**config.mk**
```make
export PLATFORM = sky130hd
export DESIGN_NAME = bgpc_device
export DESIGN_NICKNAME = d
export VERILOG_FILES = /design/src/bgpc_pkg.sv /design/src/bgpc_sync.sv /design/src/bgpc_slave_match.sv /design/src/bgpc_device.sv
export VERILOG_INCLUDE_DIRS = /design/src
export SDC_FILE = /design/constraint.sdc
export NUM_CORES = 1
export LEC_CHECK = 0
export BUFFER_PORTS_ARGS = -buffer_cell sky130_fd_sc_hd__buf_2
export CAP_MARGIN = 20
export CORE_MARGIN = 1.5
export CORE_UTILIZATION = 37
export DETAILED_ROUTE_END_ITERATION = 12
export GPL_TIMING_DRIVEN = 0
export PLACE_DENSITY = 0.73
export SLEW_MARGIN = 10
export SYNTH_ARGS = -nofsm -noshare
export SYNTH_HDL_FRONTEND = slang
export SYNTH_HIERARCHICAL = 1
export SYNTH_SLANG_ARGS = --single-unit
```
**constraint.sdc**
```tcl
create_clock -name ref_clk -period 1.25 [get_ports ref_clk]
set_clock_uncertainty 0.15 [all_clocks]
set_input_delay 0.125 -clock ref_clk [delete_from_list [all_inputs] [get_ports ref_clk]]
set_output_delay 0.125 -clock ref_clk [all_outputs]
set_load 0.01 [all_outputs]
```
**src/bgpc_regs.svh**
```systemverilog
// constants for the grant priority chain device logic
`ifndef BGPC_REGS_SVH
`define BGPC_REGS_SVH
`define BGPC_SIGNAL_LINES 56
`define BGPC_LEVELS 5
`define BGPC_WORD_BITS 16
`define BGPC_BYTE_BITS 8
`define BGPC_ADDR_BITS 18
`define BGPC_SYNC_STAGES 2
`endif

```
**src/bgpc_pkg.sv**
```systemverilog
// types shared by the grant priority chain device logic
package bgpc_pkg;
    typedef enum logic [1:0] {
        BGPC_IDLE,
        BGPC_REQ,
        BGPC_GRANTED,
        BGPC_MASTER
    } bgpc_state_type;

    typedef struct packed {
        logic [4:0] grantIn;
        logic busBusy;
        logic ackSeen;
    } bgpc_bus_in_type;

    typedef struct packed {
        logic [4:0] grantOut;
        logic [4:0] request;
        logic ack;
        logic master;
    } bgpc_bus_out_type;
endpackage

```
**src/bgpc_sync.sv**
```systemverilog
// two-stage synchroniser for a vector of bus inputs
`timescale 1ns/1ps
`default_nettype none
module bgpc_sync #(
    parameter int WIDTH = 1
) (
    input wire logic ref_clk,
    input wire logic rstn,
    input wire logic [WIDTH-1:0] async,
    output logic [WIDTH-1:0] synced
);
    logic [WIDTH-1:0] stage1;

    always_ff @(posedge ref_clk or negedge rstn) begin
        if (!rstn) begin
            stage1 <= '0;
            synced <= '0;
        end else begin
            stage1 <= async;
            synced <= stage1;
        end
    end
endmodule
`default_nettype wire

```
**src/bgpc_slave_match.sv**
```systemverilog
// slave address recognition for data group access
`timescale 1ns/1ps
`default_nettype none
module bgpc_slave_match #(
    parameter int ADDR_BITS = 18,
    parameter logic [17:0] BASE = 18'h3F000,
    parameter logic [17:0] MASK = 18'h3FFF0
) (
    input wire logic ref_clk,
    input wire logic rstn,
    input wire logic [ADDR_BITS-1:0] addr,
    input wire logic addrValid,
    output logic selected
);
    // respond only to addresses that match BASE under MASK
    always_ff @(posedge ref_clk or negedge rstn) begin
        if (!rstn) begin
            selected <= 1'b0;
        end else begin
            selected <= addrValid && ((addr & MASK) == (BASE & MASK));
        end
    end
endmodule
`default_nettype wire

```
**src/bgpc_device.sv**
```systemverilog
// device end of the bus grant priority chain
// Functional notes
// - bus has 56 lines: initialization, data and arbitration groups.
// - at most one device is master at a time.
// - at most one slave answers the current master.
// - exactly one arbitrator per bus.
// - data moves as a 16-bit word or 8-bit byte.
// - master drives slave address; slave answers only its own address.
// - device may request whenever ready; many may request together.
// - request lines are wired-OR, read only by the arbitrator.
// - each of five grant lines: take from upstream, pass or block.
// - grant travels on until blocked or it reaches the far end.
// - priority: level first, then chain position within level.
// - master-capable device sits on one of five request levels.
// - requesting device takes its grant, acknowledges and blocks it.
`include "bgpc_regs.svh"
`timescale 1ns/1ps
`default_nettype none
module bgpc_device #(
    parameter int LEVELS = `BGPC_LEVELS,
    parameter int ADDR_BITS = `BGPC_ADDR_BITS,
    parameter logic [2:0] LEVEL = 3'h4
) (
    input wire logic ref_clk,
    input wire logic rstn,
    input wire logic xferReady,
    input wire logic xferDone,
    input wire logic byteMode,
    input wire logic [ADDR_BITS-1:0] slaveAddr,
    input wire logic addrValid,
    input wire bgpc_pkg::bgpc_bus_in_type busIn,
    output bgpc_pkg::bgpc_bus_out_type busOut,
    output logic [`BGPC_WORD_BITS-1:0] dataMask,
    output logic slaveSelected
);
    bgpc_pkg::bgpc_state_type state;
    bgpc_pkg::bgpc_state_type next_state;
    bgpc_pkg::bgpc_bus_in_type syncIn;
    logic myGrant;
    logic blocking;

    bgpc_sync #(.WIDTH($bits(bgpc_pkg::bgpc_bus_in_type))) inSync (
        .ref_clk(ref_clk),
        .rstn(rstn),
        .async(busIn),
        .synced(syncIn)
    );

    bgpc_slave_match #(.ADDR_BITS(ADDR_BITS)) slaveMatch (
        .ref_clk(ref_clk),
        .rstn(rstn),
        .addr(slaveAddr),
        .addrValid(addrValid && !busOut.master),
        .selected(slaveSelected)
    );

    // grants come only from the single upstream arbitrator
    assign myGrant = syncIn.grantIn[LEVEL];

    always_comb begin
        next_state = state;
        case (state)
            bgpc_pkg::BGPC_IDLE: begin
                if (xferReady) begin
                    next_state = bgpc_pkg::BGPC_REQ;
                end
            end
            bgpc_pkg::BGPC_REQ: begin
                if (myGrant) begin
                    next_state = bgpc_pkg::BGPC_GRANTED;
                end
            end
            bgpc_pkg::BGPC_GRANTED: begin
                // wait for the current master to release the data group
                if (!syncIn.busBusy) begin
                    next_state = bgpc_pkg::BGPC_MASTER;
                end
            end
            bgpc_pkg::BGPC_MASTER: begin
                if (xferDone) begin
                    next_state = bgpc_pkg::BGPC_IDLE;
                end
            end
            default: next_state = bgpc_pkg::BGPC_IDLE;
        endcase
    end

    always_ff @(posedge ref_clk or negedge rstn) begin
        if (!rstn) begin
            state <= bgpc_pkg::BGPC_IDLE;
        end else begin
            state <= next_state;
        end
    end

    // block from grant capture until master ownership begins
    always_ff @(posedge ref_clk or negedge rstn) begin
        if (!rstn) begin
            blocking <= 1'b0;
        end else begin
            blocking <= (next_state == bgpc_pkg::BGPC_GRANTED);
        end
    end

    always_ff @(posedge ref_clk or negedge rstn) begin
        if (!rstn) begin
            busOut <= '0;
            dataMask <= '0;
        end else begin
            for (int i = 0; i < LEVELS; i++) begin
                // pass downstream unless we take this level's grant
                busOut.grantOut[i] <= syncIn.grantIn[i] &&
                    !(i == int'(LEVEL) && (state == bgpc_pkg::BGPC_REQ || blocking));
            end
            busOut.request <= '0;
            busOut.request[LEVEL] <= (next_state == bgpc_pkg::BGPC_REQ);
            busOut.ack <= (next_state == bgpc_pkg::BGPC_GRANTED);
            busOut.master <= (next_state == bgpc_pkg::BGPC_MASTER);
            dataMask <= byteMode ? 16'h00FF : 16'hFFFF;
        end
    end
endmodule
`default_nettype wire

```
==> summary.txt <==
Critical path
  • R2r endpoint: state[0]
  • Critical path type: reg2out
  • Worst path slowest cell: dfrtp_2
  • WP depth: 2
  • Reg2Reg Setup Slack: 0.04 ns
  • Critical path arrival: 1.06 ns
  • Sequence of cells on the critical path: buf_4 > buf_6
  • CP bufs+invs: 2
  • Worst setup SP type: flip-flop
  • Slowest Stage Delay on Critical Path: 0.48 ns
  • Reg2reg path depth: 1
  • Worst r2r src: state[0]
  • Crit path max fanout: 8
  • CP top delay family: flip-flops
  • Critical Path Sink Type: output pin
  • Critical Path RT: 0.98 ns

Min path
  • Hold Path Class: in2reg
  • WHS Endpoint: slaveMatch/selected
  • WHS Path Cells: 3
  • Min-Delay Startpoint: slaveAddr[9]

Power
  • Switching part of the total power: 27.7%
  • Pint: 1.40 mW
  • Gate power share: 28.9%
  • Pwr Density: 1280 nW/um2
  • VDD IR max: 0.765 mV
  • Sw Pwr: 0.537 mW
  • Flop pwr share: 53.3%
  • Total power: 1.94 mW
  • LEAKAGE: 0.816 nW
  • Clock share of power: 17.9%

Clock tree
  • Sink Count: 25
  • CTS tree: done
  • CTS Buf Count: 3
  • CTS H-Tree Depth: 1
  • Root Driver: clkbuf_4
  • Clock transition at path regs: 0.13 ns
  • CTS Buffer Depth: 2
  • Cts hold-fix bufs: 14
  • Clk_lat worst skew: 0.31 ns

Die
  • # rows: 17
  • DIE HEIGHT: 53.2 um
  • IO Pins: 60
  • Die ar.: 2830 um2
  • Initial Util: 40.5%
  • Core Region: 2300 um2
  • Die Width: 53.2 um

Global routing
  • Vias in the first global route: 655
  • Total congestion overflow: 0
  • Initial antenna violation count: 0
  • First-pass GRT wire length: 2770 um
  • Global Route Usage Sum: 14.5%
  • Largest net degree at the start of global routing: 26

STA
  • Worst-Margin Slew: 0.533 ns
  • Tmin final: 1.33 ns
  • RSZ-0062 raised after global routing: true
  • Count of final hold-check violations: 1
  • Setup ws final: -0.0820 ns
  • Period utilisation layout: 107%
  • Maximum clock rate: 751 MHz
  • Final setup violating endpoints: 14
  • Hold slack: -0.0258 ns
  • Slew Viols, Final: 0
  • Worst slew margin: 64.5%

Routing
  • DRT iter0 DRCs: 3
  • Post-DRT Antenna Nets: 0
  • Vias: 687
  • Drt total wl: 1960 um
  • DRC errors left: 0
  • Drt first pass iters: 2
  • Drt via density: 4.14
  • Routed length per instance: 11.8 um

Job
  • MaxCap Viol Count: 0

Cells and area
  • Most common cell after layout, fill and taps aside: buf_2
  • Share of cells above drive strength 1: 57.2%
  • Highest-count cells in the layout ignoring fill and taps: buf_2 (35), dfrtp_1 (22), buf_4 (18)
  • Final net count: 170
  • Final core occ: 66.0%
  • P&R area growth vs syn: 62.8%
  • Ant diodes: 0

Logic synthesis
  • Synth warn: 6
  • Synthesized area per cell: 13.9 um2
  • Post-Synthesis Cells: 67
  • Synthesized area: 931 um2

Place
  • Final GP Congestion: 0.691
  • PortBufs: 50
  • DP HPWL: 1250 um

Status
  • Status: finished, violations left
  • Failing checks: hold timing, setup timing
[cell type report]
| type | count | area, um2 |
|---|---|---|
| Sequential cell | 25 | 629 |
| Tap cell | 28 | 35.0 |
| Fill cell | 168 | 782 |
| Clock inverter | 1 | 5.00 |
| Timing Repair Buffer | 65 | 489 |
| Clock buffer | 3 | 22.5 |
| Multi-Input combinational cell | 22 | 173 |
| Buffer | 18 | 146 |
| Inverter | 4 | 15.0 |
[flip-flops by register name, indices dropped and copies added, names as in the netlist]
signal,flops
inSync/stage1,6
inSync/synced,6
slaveMatch/selected,1
state,2
dataMask,2
busOut,8
[metrics by stage]
stage	area [um2]	cells	TNS (ns)	setup slack (ns)
6_report	1520	166	-0.996	-0.0820
5_1_grt	1520	166	-1.82	-0.141
4_1_cts	1470	167	-1.02	-0.0831
3_5_place_dp	1230	148	-0.0388	-0.0253
3_3_place_gp	1230	148	-0.0120	-0.0120
2_1_floorplan	942	70	0	0.0555
[what timing repair did]
item / in CTS / in global routing
buffers inserted: 1 / 2
hold endpoints to repair: 36 / 1
setup endpoints to repair: 16 / 19
pin swaps: 0 / 3
resized for setup: 13 / 11
[worst max-delay path by stage]
stage                 start  slack (ns)                   to
2_1_floorplan      state[0]        0.06             state[0]
3_3_place_gp   slaveAddr[9]       -0.01  slaveMatch/selected
3_5_place_dp   slaveAddr[9]       -0.03  slaveMatch/selected
4_1_cts        dataMask[14]       -0.08          dataMask[9]
5_1_grt        dataMask[14]       -0.14         dataMask[12]
6_report       dataMask[14]       -0.08         dataMask[12]
[layer usage]
metal  global-route usage [%]  wire length, um
met5                        0                0
met1                     13.6              698
met2                     29.4             1140
met3                     3.39              116
met4                     5.13                8
[power groups by stage]
stage	clock [mW]	combinational, mW	sequential, mW
final	0.346	0.559	1.03
after floorplan	0	0.227	1.05
after detailed placement	0	0.414	1.04
after global placement	0	0.402	1.03
after CTS	0.356	0.514	1.03
after global routing	0.399	0.609	1.05
Note: power is estimated with default switching activity, not from simulation.
